### src/include/calib_regs_pkg.sv
// package: register map, field layout and reset values of the channel 6/7 calibration bank
package calib_regs_pkg;

	// ------------------------------------------------------------
	// register addresses
	// ------------------------------------------------------------
	localparam int ADDR_W = 6;
	localparam int DATA_W = 16;
	localparam logic [5:0] CH6_OFFSET_TRIM_LOW_ADDR = 6'h29;
	localparam logic [5:0] CH6_GAIN_TRIM_HIGH_ADDR = 6'h2a;
	localparam logic [5:0] CH6_GAIN_TRIM_LOW_ADDR = 6'h2b;
	localparam logic [5:0] CH7_CHANNEL_SETUP_ADDR = 6'h2c;
	localparam logic [5:0] CH7_OFFSET_TRIM_HIGH_ADDR = 6'h2d;
	localparam logic [5:0] CH7_OFFSET_TRIM_LOW_ADDR = 6'h2e;
	localparam logic [5:0] CH7_GAIN_TRIM_HIGH_ADDR = 6'h2f;

	// ------------------------------------------------------------
	// reset values and field positions
	// ------------------------------------------------------------
	localparam logic [15:0] GAIN_HIGH_RESET = 16'h8000;
	localparam logic [15:0] ZERO_RESET = 16'h0000;
	localparam logic [7:0] LOW_BYTE_RESET = 8'h00;
	localparam int LOW_BYTE_MSB = 15;
	localparam int LOW_BYTE_LSB = 8;
	localparam int PHASE_MSB = 15;
	localparam int PHASE_LSB = 6;
	localparam int DC_OFF_BIT = 2;
	localparam int MUX_MSB = 1;
	localparam int MUX_LSB = 0;
	localparam logic [15:0] SETUP_WRITE_MASK = 16'hffc7;

	// ------------------------------------------------------------
	// input selection codes
	// ------------------------------------------------------------
	typedef enum logic [1:0] {
		INPUT_PINS = 2'b00,
		INPUT_SHORTED = 2'b01,
		INPUT_TEST_POS = 2'b10,
		INPUT_TEST_NEG = 2'b11
	} input_sel_e;

	// ------------------------------------------------------------
	// register access request and decoded channel 7 setup
	// ------------------------------------------------------------
	typedef struct packed {
		logic wr_en;
		logic [5:0] addr;
		logic [15:0] wdata;
	} reg_req_s;

	typedef struct packed {
		logic signed [9:0] phase_delay;
		logic dc_removal_off;
		input_sel_e input_select;
	} ch_setup_s;

endpackage

### src/core/adc_ch6_ch7_calib_config_regs.sv
// module: channel 6/7 calibration and channel 7 setup register bank
`timescale 1ns/100ps

// Summary of operation
// - channel 6 offset low register keeps offset bits 7:0 in its upper byte.
// - channel 7 offset high register keeps bits 23:8; whole word is signed.
// - channel 6 gain high register keeps gain bits 23:8, unsigned below two.
// - both gain high registers reset to 8000h, giving unity gain.
// - channel 6 gain low register keeps gain bits 7:0 in its upper byte.
// - lower byte of each low trim register reads zero always.
// - channel 7 setup bits 15:6 are a signed ten-bit phase delay.
// - channel 7 setup bits 5:3 read zero always.
// - setup bit 2 set disables channel 7 dc removal, else global setting.
// - setup bits 1:0 choose pins, shorted, positive or negative test signal.
// - channel 7 setup register resets to zero.
// - channel 7 offset high register resets to zero.
// - channel 6 gain low register resets to zero.
module adc_ch6_ch7_calib_config_regs (
	// clock and reset
	input wire logic I_CLOCK,
	input wire logic I_SYS_RST,
	// register access from the serial port
	input wire calib_regs_pkg::reg_req_s I_REQ,
	output logic [15:0] O_RDATA,
	output logic O_ADDR_HIT,
	// global dc removal setting for channel 7
	input wire logic I_GLOBAL_DC_REMOVAL_SETTING,
	// calibration words to the datapath
	output logic [23:0] O_CH6_OFFSET_LOW_BYTE_WORD,
	output logic [23:0] O_CH6_GAIN,
	output logic signed [23:0] O_CH7_OFFSET,
	output logic [23:0] O_CH7_GAIN_UPPER,
	// channel 7 setup to the datapath
	output calib_regs_pkg::ch_setup_s O_CH7_SETUP,
	output logic O_CH7_DC_REMOVAL_EN
);

	// ------------------------------------------------------------
	// storage
	// ------------------------------------------------------------
	logic [15:0] ch6_gain_upper_word_q;
	logic [15:0] ch6_gain_upper_word_d;
	logic [15:0] ch7_setup_q;
	logic [15:0] ch7_setup_d;
	logic [15:0] ch7_offset_upper_word_q;
	logic [15:0] ch7_offset_upper_word_d;
	logic [15:0] ch7_gain_upper_word_q;
	logic [15:0] ch7_gain_upper_word_d;
	logic [15:0] rdata_q;
	logic [15:0] rdata_d;
	logic hit_q;
	logic hit_d;
	logic [2:0] low_wr;
	logic [15:0] low_rdata [3];
	logic [7:0] low_byte [3];
	logic [5:0] low_addr [3];

	// low-byte register addresses, indexed by entry
	assign low_addr[0] = calib_regs_pkg::CH6_OFFSET_TRIM_LOW_ADDR;
	assign low_addr[1] = calib_regs_pkg::CH6_GAIN_TRIM_LOW_ADDR;
	assign low_addr[2] = calib_regs_pkg::CH7_OFFSET_TRIM_LOW_ADDR;

	// ------------------------------------------------------------
	// low trim registers, one per entry
	// ------------------------------------------------------------
	// upper-byte low registers
	generate
		for (genvar i = 0; i < 3; i++) begin : g_low
			assign low_wr[i] = I_REQ.wr_en && (I_REQ.addr == low_addr[i]);
			trim_low_byte_reg u_low (
				.i_clk(I_CLOCK),
				.i_rst(I_SYS_RST),
				.i_wr(low_wr[i]),
				.i_wdata(I_REQ.wdata),
				.o_rdata(low_rdata[i]),
				.o_byte(low_byte[i])
			);
		end
	endgenerate

	// ------------------------------------------------------------
	// next values of full-word registers
	// ------------------------------------------------------------
	// halves of a split word update on separate writes, so the datapath
	// sees a mixed word between them; the host writes both halves
	always_comb begin
		ch6_gain_upper_word_d = ch6_gain_upper_word_q;
		ch7_setup_d = ch7_setup_q;
		ch7_offset_upper_word_d = ch7_offset_upper_word_q;
		ch7_gain_upper_word_d = ch7_gain_upper_word_q;
		if (I_REQ.wr_en) begin
			case (I_REQ.addr)
				calib_regs_pkg::CH6_GAIN_TRIM_HIGH_ADDR: begin
					ch6_gain_upper_word_d = I_REQ.wdata;
				end
				calib_regs_pkg::CH7_CHANNEL_SETUP_ADDR: begin
					ch7_setup_d = I_REQ.wdata & calib_regs_pkg::SETUP_WRITE_MASK;
				end
				calib_regs_pkg::CH7_OFFSET_TRIM_HIGH_ADDR: begin
					ch7_offset_upper_word_d = I_REQ.wdata;
				end
				calib_regs_pkg::CH7_GAIN_TRIM_HIGH_ADDR: begin
					ch7_gain_upper_word_d = I_REQ.wdata;
				end
				default: begin
					ch7_setup_d = ch7_setup_q;
				end
			endcase
		end
	end

	// ------------------------------------------------------------
	// read mux, registered
	// ------------------------------------------------------------
	// address is read every cycle; a write in the same cycle reads the old value
	always_comb begin
		rdata_d = 16'h0000;
		hit_d = 1'b1;
		case (I_REQ.addr)
			calib_regs_pkg::CH6_OFFSET_TRIM_LOW_ADDR: rdata_d = low_rdata[0];
			calib_regs_pkg::CH6_GAIN_TRIM_HIGH_ADDR: rdata_d = ch6_gain_upper_word_q;
			calib_regs_pkg::CH6_GAIN_TRIM_LOW_ADDR: rdata_d = low_rdata[1];
			calib_regs_pkg::CH7_CHANNEL_SETUP_ADDR: rdata_d = ch7_setup_q;
			calib_regs_pkg::CH7_OFFSET_TRIM_HIGH_ADDR: rdata_d = ch7_offset_upper_word_q;
			calib_regs_pkg::CH7_OFFSET_TRIM_LOW_ADDR: rdata_d = low_rdata[2];
			calib_regs_pkg::CH7_GAIN_TRIM_HIGH_ADDR: rdata_d = ch7_gain_upper_word_q;
			default: hit_d = 1'b0;
		endcase
	end

	// ------------------------------------------------------------
	// registers
	// ------------------------------------------------------------
	// reset values
	always_ff @(posedge I_CLOCK or posedge I_SYS_RST) begin
		if (I_SYS_RST) begin
			ch6_gain_upper_word_q <= calib_regs_pkg::GAIN_HIGH_RESET;
			ch7_setup_q <= calib_regs_pkg::ZERO_RESET;
			ch7_offset_upper_word_q <= calib_regs_pkg::ZERO_RESET;
			ch7_gain_upper_word_q <= calib_regs_pkg::GAIN_HIGH_RESET;
			rdata_q <= calib_regs_pkg::ZERO_RESET;
			hit_q <= 1'b0;
		end else begin
			ch6_gain_upper_word_q <= ch6_gain_upper_word_d;
			ch7_setup_q <= ch7_setup_d;
			ch7_offset_upper_word_q <= ch7_offset_upper_word_d;
			ch7_gain_upper_word_q <= ch7_gain_upper_word_d;
			rdata_q <= rdata_d;
			hit_q <= hit_d;
		end
	end

	assign O_RDATA = rdata_q;
	assign O_ADDR_HIT = hit_q;

	// ------------------------------------------------------------
	// datapath outputs
	// ------------------------------------------------------------
	// offset low byte, upper part held elsewhere
	assign O_CH6_OFFSET_LOW_BYTE_WORD = {16'h0000, low_byte[0]};
	assign O_CH6_GAIN = {ch6_gain_upper_word_q, low_byte[1]};
	assign O_CH7_OFFSET = {ch7_offset_upper_word_q, low_byte[2]};
	// channel 7 gain low byte lives outside this bank
	assign O_CH7_GAIN_UPPER = {ch7_gain_upper_word_q, 8'h00};
	assign O_CH7_SETUP.phase_delay =
		ch7_setup_q[calib_regs_pkg::PHASE_MSB:calib_regs_pkg::PHASE_LSB];
	assign O_CH7_SETUP.dc_removal_off = ch7_setup_q[calib_regs_pkg::DC_OFF_BIT];
	assign O_CH7_SETUP.input_select = calib_regs_pkg::input_sel_e'(
		ch7_setup_q[calib_regs_pkg::MUX_MSB:calib_regs_pkg::MUX_LSB]);
	assign O_CH7_DC_REMOVAL_EN =
		I_GLOBAL_DC_REMOVAL_SETTING && !ch7_setup_q[calib_regs_pkg::DC_OFF_BIT];
endmodule

### src/core/trim_low_byte_reg.sv
// module: low-byte trim register with a read-only zero lower byte
`timescale 1ns/100ps
module trim_low_byte_reg (
	// clock and reset
	input wire logic i_clk,
	input wire logic i_rst,
	// write side
	input wire logic i_wr,
	input wire logic [15:0] i_wdata,
	// register view
	output logic [15:0] o_rdata,
	output logic [7:0] o_byte
);

	logic [7:0] byte_q;
	logic [7:0] byte_d;

	// ------------------------------------------------------------
	// next value: only the upper write byte is taken
	// ------------------------------------------------------------
	// lower write byte dropped
	always_comb begin
		byte_d = byte_q;
		if (i_wr) begin
			byte_d = i_wdata[calib_regs_pkg::LOW_BYTE_MSB:calib_regs_pkg::LOW_BYTE_LSB];
		end
	end

	always_ff @(posedge i_clk or posedge i_rst) begin
		if (i_rst) begin
			byte_q <= calib_regs_pkg::LOW_BYTE_RESET;
		end else begin
			byte_q <= byte_d;
		end
	end

	assign o_rdata = {byte_q, 8'h00};
	assign o_byte = byte_q;
endmodule

### config.mk
export PLATFORM = sky130hd
export DESIGN_NAME = adc_ch6_ch7_calib_config_regs
export DESIGN_NICKNAME = d
export VERILOG_FILES = /design/src/include/calib_regs_pkg.sv /design/src/core/adc_ch6_ch7_calib_config_regs.sv /design/src/core/trim_low_byte_reg.sv
export SDC_FILE = /design/constraint.sdc
export NUM_CORES = 1
export LEC_CHECK = 0
export ABC_CLOCK_PERIOD_IN_PS = 3450
export BUFFER_PORTS_ARGS = -buffer_cell sky130_fd_sc_hd__buf_2
export CORE_ASPECT_RATIO = 0.9
export CORE_UTILIZATION = 56
export CTS_BUF_LIST = sky130_fd_sc_hd__clkbuf_16
export DETAILED_ROUTE_END_ITERATION = 12
export GPL_TIMING_DRIVEN = 0
export HOLD_SLACK_MARGIN = 0.03
export PLACE_DENSITY = 0.85
export SYNTH_ARGS = -nofsm -noshare
export SYNTH_HDL_FRONTEND = slang
export SYNTH_HIERARCHICAL = 1
export SYNTH_SLANG_ARGS = --single-unit
### constraint.sdc
create_clock -name I_CLOCK -period 3.45 [get_ports I_CLOCK]
set_clock_uncertainty 0.05 [all_clocks]
set_input_delay 0.345 -clock I_CLOCK [delete_from_list [all_inputs] [get_ports I_CLOCK]]
set_output_delay 0.345 -clock I_CLOCK [all_outputs]
set_load 0.01 [all_outputs]
==> results.py, run 1 <==
metrics = {
    "drt": {
        "routed_wl_mm": 12.4,
        "antenna_left": 0,
        "drtIter0Drc": 96,
        "routedWlPerCell_microns": 17.7,
        "vias": 3589,
        "dr.pass1.iters": 4,
        "drc": 0,
        "drt-vias-per-instance": 5.14,
    },
    "power_and_ir_drop": {
        "seq_power_share": 0.472,
        "power_density_mw_per_mm2": 470,
        "sw_frac_of_total": 0.282,
        "switchingPower_mw": 0.866,
        "pwr-share-comb": 0.215,
        "p_leak_nw": 3.64,
        "clkPwrFrac": 0.313,
        "internal-power_mw": 2.21,
        "irDropWorstVdd_uv": 262,
    },
    "clock_tree": {
        "cts_root_buf": "clkbuf_16",
        "ctsHtreeMaxLevel": 3,
        "postCtsSetupBuffers": 0,
        "clock_path_buffers": 2,
        "cts_buffers": 9,
        "clock_sinks": 102,
        "ctsResizeCount": 0,
        "insertion_delay_ps": 340,
        "cts_tree": "yes",
        "clk_pin_slew_ps": 70,
    },
    "global_routing": {
        "gr-max-usage-layer": "met2",
        "grt_overflow": 0,
        "antenna_found_initial": 0,
        "grt_util_all_layers": 0.266,
        "grt_first_pass_wirelength_mm": 19.2,
        "grt_use_met3": 0.0499,
        "met1_usage": 0.355,
        "met2_usage": 0.450,
        "grt_max_degree": 52,
        "grt_pass1_vias": 3533,
    },
    "floorplanning": {
        "core_sq_mm": 0.00913,
        "start_util": 0.577,
        "die_area_sq_mm": 0.00979,
        "io_pins": 153,
        "fp.dieH_microns": 94.0,
        "die_w_microns": 104,
        "rows": 33,
    },
    "place": {
        "hpwl_mm": 9.00,
        "dp_slack_ps": 603,
        "io_buffer_count": 127,
        "place_congestion": 0.805,
    },
    "layout": {
        "drive_gt1_frac": 0.580,
        "syn_to_final_growth_pct": 24.3,
        "nFillCells": 656,
        "diodes": 0,
        "final_nets": 597,
        "utilization": 0.716,
    },
    "worst_setup_path": {
        "crit_type": "in -> reg",
        "path_buf_inv": 3,
        "critical-path-top-delay-family": "simple AND/OR/NAND/NOR gates",
        "crit_path_max_incr_delay_ps": 570,
        "start_kind": "primary input",
        "cp_max_fo": 10,
        "crit_slowest_cell": "nor3_1",
        "cp-end-kind": "register",
        "critPathRequiredTime_ps": 3620,
        "r2r_setup_slack_ps": 1970,
        "cp.arrival_ps": 2690,
        "path_cells": "buf_2, nand3b_1, nor3_1, clkbuf_1, and2_1, buf_6, mux2_4",
    },
    "logic_synthesis": {
        "synth_cell_types": 38,
        "yosys_warnings": 6,
        "ys_seq_area_frac": 0.486,
        "syn_inst": 387,
        "syn_avg_cell_area_sq_um": 13.6,
        "syn-cell-area_sq_mm": 0.00526,
        "ys_ff_latch": 102,
    },
    "sta": {
        "drv_slew": 0,
        "hold_viol": 0,
        "period_needed_ps": 2510,
        "setup_ws_ps": 936,
        "tightest_slew_ps": 688,
        "maxSlewHeadroom": 0.542,
        "tns_ps": 0,
        "fmax_mhz": 398,
        "finalCritPeriodShare": 0.729,
        "rsz0062_at_grt": "false",
        "setup_viol": 0,
    },
    "outcome": {
        "outcome": "finished clean",
    },
    "worst_hold_path": {
        "hold_path_class": "in -> reg",
    },
    "run": {
        "max-cap-violations": 0,
    },
}
sequential cells by signal, indices dropped and copies added (netlist names):
| register | count |
|---|---|
| g_low.u_low/o_byte | 24 |
| ch6_gain_upper_word_q | 16 |
| ch7_setup_q | 13 |
| ch7_offset_upper_word_q | 16 |
| ch7_gain_upper_word_q | 16 |
| O_ADDR_HIT | 1 |
| O_RDATA | 16 |
cell usage after synthesis (all sizes together):
master  count  area (sq um)
mux2       85          1080
a221o      12           120
nand2       3          18.8
nand3b      3          22.5
mux2i      18           180
and2        1          6.26
dfstp       2          52.6
nand2b      2          12.5
nand3       1          5.00
nor2b       2          12.5
nor3b       1          7.51
or3         1          6.26
and4        1          8.76
nor2       18          67.6
and4b       1          10.0
a21oi       3          15.0
dfrtp     100          2500
conb        4          15.0
o32ai       2          17.5
clkbuf      6          22.5
or2         1          6.26
nand4       3          25.0
inv         6          22.5
or3b        1          8.76
o21ai       5          25.0
a21o        1          7.51
mux4       13           293
nor3        2          10.0
buf        88           669
a31oi       1          6.26
path summary, 6_finish.rpt:
check,start,endpoint,depth (start not counted)
setup reg to reg,g_low[2].u_low/o_byte[0],O_RDATA[8],3
max in group asynchronous,I_SYS_RST,ch6_gain_upper_word_q[6],4
hold reg to reg,ch7_offset_upper_word_q[12],ch7_offset_upper_word_q[12],1
min in group asynchronous,I_SYS_RST,g_low[0].u_low/o_byte[4],3
hold / removal,I_REQ[5],ch7_offset_upper_word_q[5],2
setup / recovery,I_REQ[20],g_low[0].u_low/o_byte[3],7
power by group through the flow:
| stage | logic [mW] | registers, mW | clock network, mW |
|---|---|---|---|
| floorplan | 0.366 | 1.51 | 0 |
| global placement | 0.635 | 1.46 | 0 |
| detailed placement | 0.661 | 1.47 | 0 |
| CTS | 0.663 | 1.45 | 0.978 |
| global route | 0.711 | 1.47 | 1.03 |
| finish | 0.660 | 1.45 | 0.962 |
routing by layer:
layer | wire [microns] | vias to the layer above
met5 | 0 | -
met1 | 5470 | 1822
li1 | - | 1623
met3 | 713 | 9
met2 | 6110 | 135
met4 | 68 | 0
worst reg2reg max path, delay by kind of cell, from the launching register on:
| kind | cells | cell delay (ps) |
|---|---|---|
| buffers and inverters | 1 | 130 |
| DFF | 1 | 400 |
| muxes | 1 | 470 |
| AOI/OAI and AO/OA | 1 | 310 |
placed cells by master (no fill, tap or decap), types with 2 or more instances in the layout:
cell        netlist  final
a21oi_1           3      3
a221o_1          12     12
buf_2             7    134
buf_4            73     73
buf_6             6      6
clkbuf_1          6      6
clkbuf_16         0      9
clkinv_4          0      2
clkinvlp_4        0      2
conb_1            4     48
dfrtp_1         100    100
dfstp_2           2      2
inv_1             6      5
mux2_2           50     50
mux2_4           34     34
mux2i_1          18     18
mux4_2           13     13
nand2_1           2      2
nand2b_1          2      2
nand3b_1          3      3
nand4_1           2      2
nor2_1           18     18
nor2b_1           2      2
nor3_1            2      2
o21ai_0           5      5
o32ai_1           2      2
metrics by stage:
| stage | cells | hold slack (ps) | power, mW | area (sq um) |
|---|---|---|---|---|
| 2_1_floorplan | 431 | 111 | 1.88 | 5430 |
| 3_3_place_gp | 680 | 301 | 2.09 | 6210 |
| 3_5_place_dp | 681 | 322 | 2.13 | 6240 |
| 4_1_cts | 698 | 205 | 3.09 | 6540 |
| 5_1_grt | 698 | 214 | 3.21 | 6540 |
| 6_report | 698 | 213 | 3.07 | 6540 |
layout make-up:
class / count / area, sq um / share of cell area
tap: 122 / 153 / 0.0233
multi-input combinational: 229 / 2160 / 0.330
clock buffer: 9 / 225 / 0.0344
sequential: 102 / 2550 / 0.391
clock inverter: 7 / 57.6 / 0.00880
buffer: 94 / 692 / 0.106
inverter: 6 / 25.0 / 0.00383
timing repair buffer: 129 / 673 / 0.103
timing repair:
item | CTS | global route
hold endpoints to repair | 49 | 0
setup endpoints to repair | 0 | 0
hold buffers | 1 | 0
kinds of logic (layout without fill, tap and decap cells):
logic type | Yosys count | in the layout | share of synthesized area
AO/OA/AOI/OAI | 24 | 24 | 0.0364
buffers and inverters | 100 | 245 | 0.136
flip-flops | 102 | 102 | 0.486
multiplexers | 116 | 116 | 0.296
other | 4 | 48 | 0.00285
AND/OR/NAND/NOR | 41 | 41 | 0.0433
(Power assumes the default switching activity.)
==> inputs of run 2 (changes only) <==
ABC_CLOCK_PERIOD_IN_PS = 2250   (was 3450)
CORE_UTILIZATION = 47   (was 56)
PLACE_DENSITY = 0.76   (was 0.85)
clock period = 2.25 ns   (was 3.45 ns; I/O delays follow)
==> run 2 against run 1 <==
Sequential share of layout area shrank 0.39 points; combinational power grew 55%; core utilization shrank 11 points; largest cell class unchanged; highest routed layer unchanged; total power grew 56%; critical endpoint is now g_low[1].u_low/o_byte[5]; non-clock buffer count grew 1; count of clock-buffer cells in the layout is the same; sequential cell count is the same; die area grew 19%; critical path type unchanged; critical path depth is the same.
==> results.py, run 2 (same netlist as run 1, synthesis figures left out) <==
metrics = {
    "outcome": {
        "outcome": "finished clean",
    },
    "layout": {
        "syn_to_final_growth_pct": 25.5,
        "final_nets": 598,
        "regArea_sq_mm": 0.00255,
        "stdcell_count": 729,
        "design_area_sq_mm": 0.00660,
        "diodes": 0,
        "nFillCells": 869,
        "multiInputGateArea_sq_mm": 0.00216,
        "final_cell_mix": "buf_2 (134), dfrtp_1 (100), buf_4 (73)",
        "largest_register_ffs": 24,
        "final_common_cell": "buf_2",
        "drive_gt1_frac": 0.581,
    },
    "drt": {
        "routedWlPerCell_microns": 17.7,
        "vias": 3575,
        "drt-vias-per-instance": 4.90,
        "antenna_left": 0,
        "drc": 0,
        "drtIter0Drc": 78,
        "routed_wl_mm": 12.9,
        "dr.pass1.iters": 6,
    },
    "power_and_ir_drop": {
        "irDropWorstVdd_uv": 429,
        "p_leak_nw": 3.65,
        "power_density_mw_per_mm2": 725,
    },
    "global_routing": {
        "met1_usage": 0.299,
        "grt_first_pass_wirelength_mm": 19.9,
        "met2_usage": 0.400,
        "grt_use_met3": 0.0552,
        "grt_util_all_layers": 0.231,
        "grt_max_degree": 38,
        "antenna_found_initial": 0,
        "grt_overflow": 0,
        "gr-max-usage-layer": "met2",
        "grt_pass1_vias": 3551,
    },
    "clock_tree": {
        "postCtsSetupBuffers": 0,
        "insertion_delay_ps": 340,
        "cts_tree": "yes",
        "ctsHtreeMaxLevel": 3,
        "cts_buffers": 9,
        "clk_pin_slew_ps": 70,
        "cts_root_buf": "clkbuf_16",
        "clock_path_buffers": 2,
        "clock_sinks": 102,
    },
    "sta": {
        "period_needed_ps": 2020,
        "setup_viol": 0,
        "maxSlewHeadroom": 0.508,
        "tns_ps": 0,
        "finalCritPeriodShare": 0.900,
        "hold_viol": 0,
        "tightest_slew_ps": 738,
        "fmax_mhz": 494,
        "rsz0062_at_grt": "false",
        "drv_slew": 0,
    },
    "worst_hold_path": {
        "hold_depth": 2,
        "hold_path_class": "in -> reg",
    },
    "run": {
        "max-cap-violations": 0,
    },
    "floorplanning": {
        "fp.dieH_microns": 102,
        "core_sq_mm": 0.0109,
        "rows": 36,
        "io_pins": 153,
        "start_util": 0.485,
        "die_area_sq_mm": 0.0116,
        "die_w_microns": 114,
    },
    "place": {
        "placed_area_sq_mm": 0.00630,
        "place_congestion": 0.801,
        "placedCellCount": 712,
        "hpwl_mm": 9.20,
        "io_buffer_count": 127,
    },
    "worst_setup_path": {
        "cp-end-kind": "register",
        "critPathRequiredTime_ps": 2420,
        "worstRegToRegCells": 3,
        "critical-path-top-delay-family": "buffers and inverters",
        "crit_slowest_cell": "buf_2",
        "crit_type": "in -> reg",
        "cp_max_fo": 10,
        "crit_path_frequent_cell": "buf_2",
        "path_depth": 7,
        "cp.arrival_ps": 2200,
        "crit_path_max_incr_delay_ps": 420,
        "start_kind": "primary input",
        "path_cells": "buf_2, buf_2, buf_2, clkbuf_1, and4_1, buf_6, mux2_4",
        "path_buf_inv": 5,
    },
}
## run 2: per-stage QoR
| step | power [mW] | util | hold slack (ps) | setup slack [ps] |
|---|---|---|---|---|
| CTS | 4.82 | 0.608 | 86.8 | 106 |
| global route | 5.01 | 0.608 | 96.1 | 87.5 |
| floorplan | 2.88 | - | -9.34 | 296 |
| finish | 4.79 | 0.608 | 98.0 | 225 |
| detailed placement | 3.27 | 0.580 | 193 | -485 |
| global placement | 3.22 | 0.576 | 200 | -451 |
## run 2: report_power, final
part | switching (mW) | internal [mW] | total [mW]
sequential | 0.174 | 2.05 | 2.22
clock | 0.696 | 0.856 | 1.55
combinational | 0.443 | 0.574 | 1.02
total | 1.31 | 3.48 | 4.79
## run 2: layout make-up
class / instances / share of cell area
plain buffers: 94 / 0.105
inverters: 6 / 0.00398
well taps: 152 / 0.0288
clock inverters: 7 / 0.0100
flip-flops and latches: 102 / 0.387
repair buffers: 130 / 0.104
multi-input cells: 229 / 0.327
clock buffers: 9 / 0.0341
## run 2: worst register-to-register path, cell delays in order (launching register included)
cell and delay, ps:
dfrtp_1 400, buf_4 140, mux4_2 450, a221o_1 320
## run 2: path summary, 6_finish.rpt
path | from | to | slack (ps)
max | I_REQ[17] | g_low[1].u_low/o_byte[5] | 230
min | I_REQ[3] | ch6_gain_upper_word_q[3] | 100
max reg2reg | g_low[2].u_low/o_byte[0] | O_RDATA[8] | 770
min reg2reg | ch6_gain_upper_word_q[14] | ch6_gain_upper_word_q[14] | 480
max in group asynchronous | I_SYS_RST | ch7_setup_q[0] | 1040
min in group asynchronous | I_SYS_RST | ch6_gain_upper_word_q[12] | 370
## run 2: routing by layer
metal / routed length [microns] / share of wire / up-vias
li1: - / - / 1615
met3: 577 / 0.045 / 9
met2: 6420 / 0.50 / 119
met5: 0 / 0 / -
met1: 5770 / 0.45 / 1832
met4: 116 / 0.0090 / 0
## run 2: timing repair
| item | CTS | global route |
|---|---|---|
| endpoints found under the hold margin | 36 | 0 |
| cloned | 0 | 0 |
| hold buffers | 1 | 0 |
| gates resized for setup | 1 | 1 |
| setup endpoints to repair | 8 | 5 |
==> inputs of run 3 (changes only) <==
CORE_MARGIN = 3   (was not set)
CTS_CLUSTER_SIZE = 24   (was not set)
==> run 3 against run 2 <==
Maximum frequency shrank 5.9%; wire length increased by 2.0%; core utilization down 0.27 points; via count decreased by 1.4%; global-route usage shrank 1.9 points; total power is 2.3% lower; register-to-register slack lost 20 ps; hold slack got worse by 1.5 ps.
==> results.py, run 3 (same netlist as run 1, synthesis figures left out) <==
metrics = {
    "global_routing": {
        "grt_overflow": 0,
        "grt_util_all_layers": 0.212,
        "antenna_found_initial": 0,
        "grt_pass1_vias": 3613,
        "grt_first_pass_wirelength_mm": 20.4,
        "grt_max_degree": 39,
    },
    "worst_setup_path": {
        "crit_slowest_cell": "nor3_1",
        "critPathRequiredTime_ps": 2420,
        "crit_path_max_incr_delay_ps": 440,
        "start_kind": "primary input",
        "cp.arrival_ps": 2330,
        "path_cells": "buf_2, buf_2, nand2b_1, nor3_1, clkbuf_2, and2_1, buf_6, mux2_4",
        "cp-end-kind": "register",
        "worstRegToRegCells": 3,
        "crit_path_frequent_cell": "buf_2",
        "cp_max_fo": 10,
        "crit_type": "in -> reg",
    },
    "clock_tree": {
        "ctsHtreeMaxLevel": 3,
        "cts_root_buf": "clkbuf_16",
        "cts_tree": "yes",
        "clock_sinks": 102,
        "insertion_delay_ps": 340,
        "clock_path_buffers": 2,
        "cts_buffers": 9,
        "clk_pin_slew_ps": 70,
        "postCtsSetupBuffers": 0,
    },
    "layout": {
        "final_common_cell": "buf_2",
        "nFillCells": 923,
        "drive_gt1_frac": 0.577,
        "diodes": 0,
        "final_cell_mix": "buf_2 (134), dfrtp_1 (100), buf_4 (73)",
        "utilization": 0.606,
        "syn_to_final_growth_pct": 25.0,
        "final_nets": 598,
        "largest_register_ffs": 24,
    },
    "floorplanning": {
        "fp.dieH_microns": 106,
        "die_area_sq_mm": 0.0125,
        "core_sq_mm": 0.0109,
        "io_pins": 153,
        "die_w_microns": 118,
        "rows": 36,
        "start_util": 0.485,
    },
    "drt": {
        "drc": 0,
        "vias": 3526,
        "dr.pass1.iters": 4,
        "drtIter0Drc": 148,
        "drt-vias-per-instance": 4.84,
        "routed_wl_mm": 13.1,
        "antenna_left": 0,
        "routedWlPerCell_microns": 18.0,
    },
    "sta": {
        "tns_ps": 0,
        "setup_viol": 0,
        "maxSlewHeadroom": 0.527,
        "hold_ws_ps": 96.5,
        "period_needed_ps": 2150,
        "rsz0062_at_grt": "false",
        "hold_viol": 0,
        "drv_slew": 0,
        "fmax_mhz": 465,
        "tightest_slew_ps": 710,
        "finalCritPeriodShare": 0.956,
    },
    "power_and_ir_drop": {
        "power_density_mw_per_mm2": 712,
        "p_leak_nw": 3.64,
        "irDropWorstVdd_uv": 388,
    },
    "place": {
        "io_buffer_count": 127,
        "place_congestion": 0.791,
        "hpwl_mm": 9.50,
    },
    "worst_hold_path": {
        "hold_depth": 2,
        "hold_path_class": "in -> reg",
    },
    "run": {
        "max-cap-violations": 0,
    },
    "outcome": {
        "outcome": "finished clean",
    },
}
==> run 3: cell count changes in the layout (fill, tap and decap cells not counted), sizes merged <==
cell	before	now
inv	6	8
clkinv	3	1
clkinvlp	3	4
bufinv	1	0
==> run 3: power breakdown <==
group	switching, mW	internal [mW]
clock	0.691	0.743
combinational	0.449	0.575
sequential	0.175	2.05
==> run 3: stage by stage <==
step	total power, mW	setup slack, ps	instance area [sq um]	cells
6_report	4.68	98.1	6580	729
3_3_place_gp	3.23	-476	6260	710
5_1_grt	4.89	0.344	6580	729
3_5_place_dp	3.28	-492	6300	712
2_1_floorplan	2.88	296	5430	431
4_1_cts	4.72	73.2	6580	729
==> run 3: worst max-delay path, delay by kind of cell <==
family	cells	cell delay [ps]
buf+inv	4	890
simple gates	3	870
mux	1	320
==> run 3: metal layers <==
layer,share of wire,global-route usage,wire length (microns)
met5,0,0,0
met4,0.015,0.0510,193
met3,0.059,0.0457,771
met2,0.50,0.370,6550
met1,0.43,0.273,5620
==> run 3: worst paths after layout <==
path | from | endpoint | slack, ps
max | I_REQ[17] | g_low[0].u_low/o_byte[3] | 100
min | I_REQ[3] | ch7_gain_upper_word_q[3] | 100
max reg2reg | g_low[2].u_low/o_byte[0] | O_RDATA[8] | 750
min reg2reg | ch7_gain_upper_word_q[0] | ch7_gain_upper_word_q[0] | 480
max in group asynchronous | I_SYS_RST | ch7_gain_upper_word_q[2] | 1050
min in group asynchronous | I_SYS_RST | ch6_gain_upper_word_q[11] | 370
==> run 3: repair_timing <==
item	4_1_cts	5_1_grt
hold buffers	1	0
endpoints found under the hold margin	36	0
setup endpoints to repair	8	0
resized for setup	1	0
==> run 3: layout make-up <==
| type | instances | area, sq um | share of cell area |
|---|---|---|---|
| plain buffers | 94 | 693 | 0.105 |
| clock buffers | 9 | 225 | 0.0343 |
| clock inverters | 7 | 42.5 | 0.00647 |
| inverters | 6 | 26.3 | 0.00400 |
| multi-input cells | 229 | 2160 | 0.328 |
| flip-flops and latches | 102 | 2550 | 0.389 |
| well taps | 152 | 190 | 0.0289 |
| repair buffers | 130 | 686 | 0.104 |
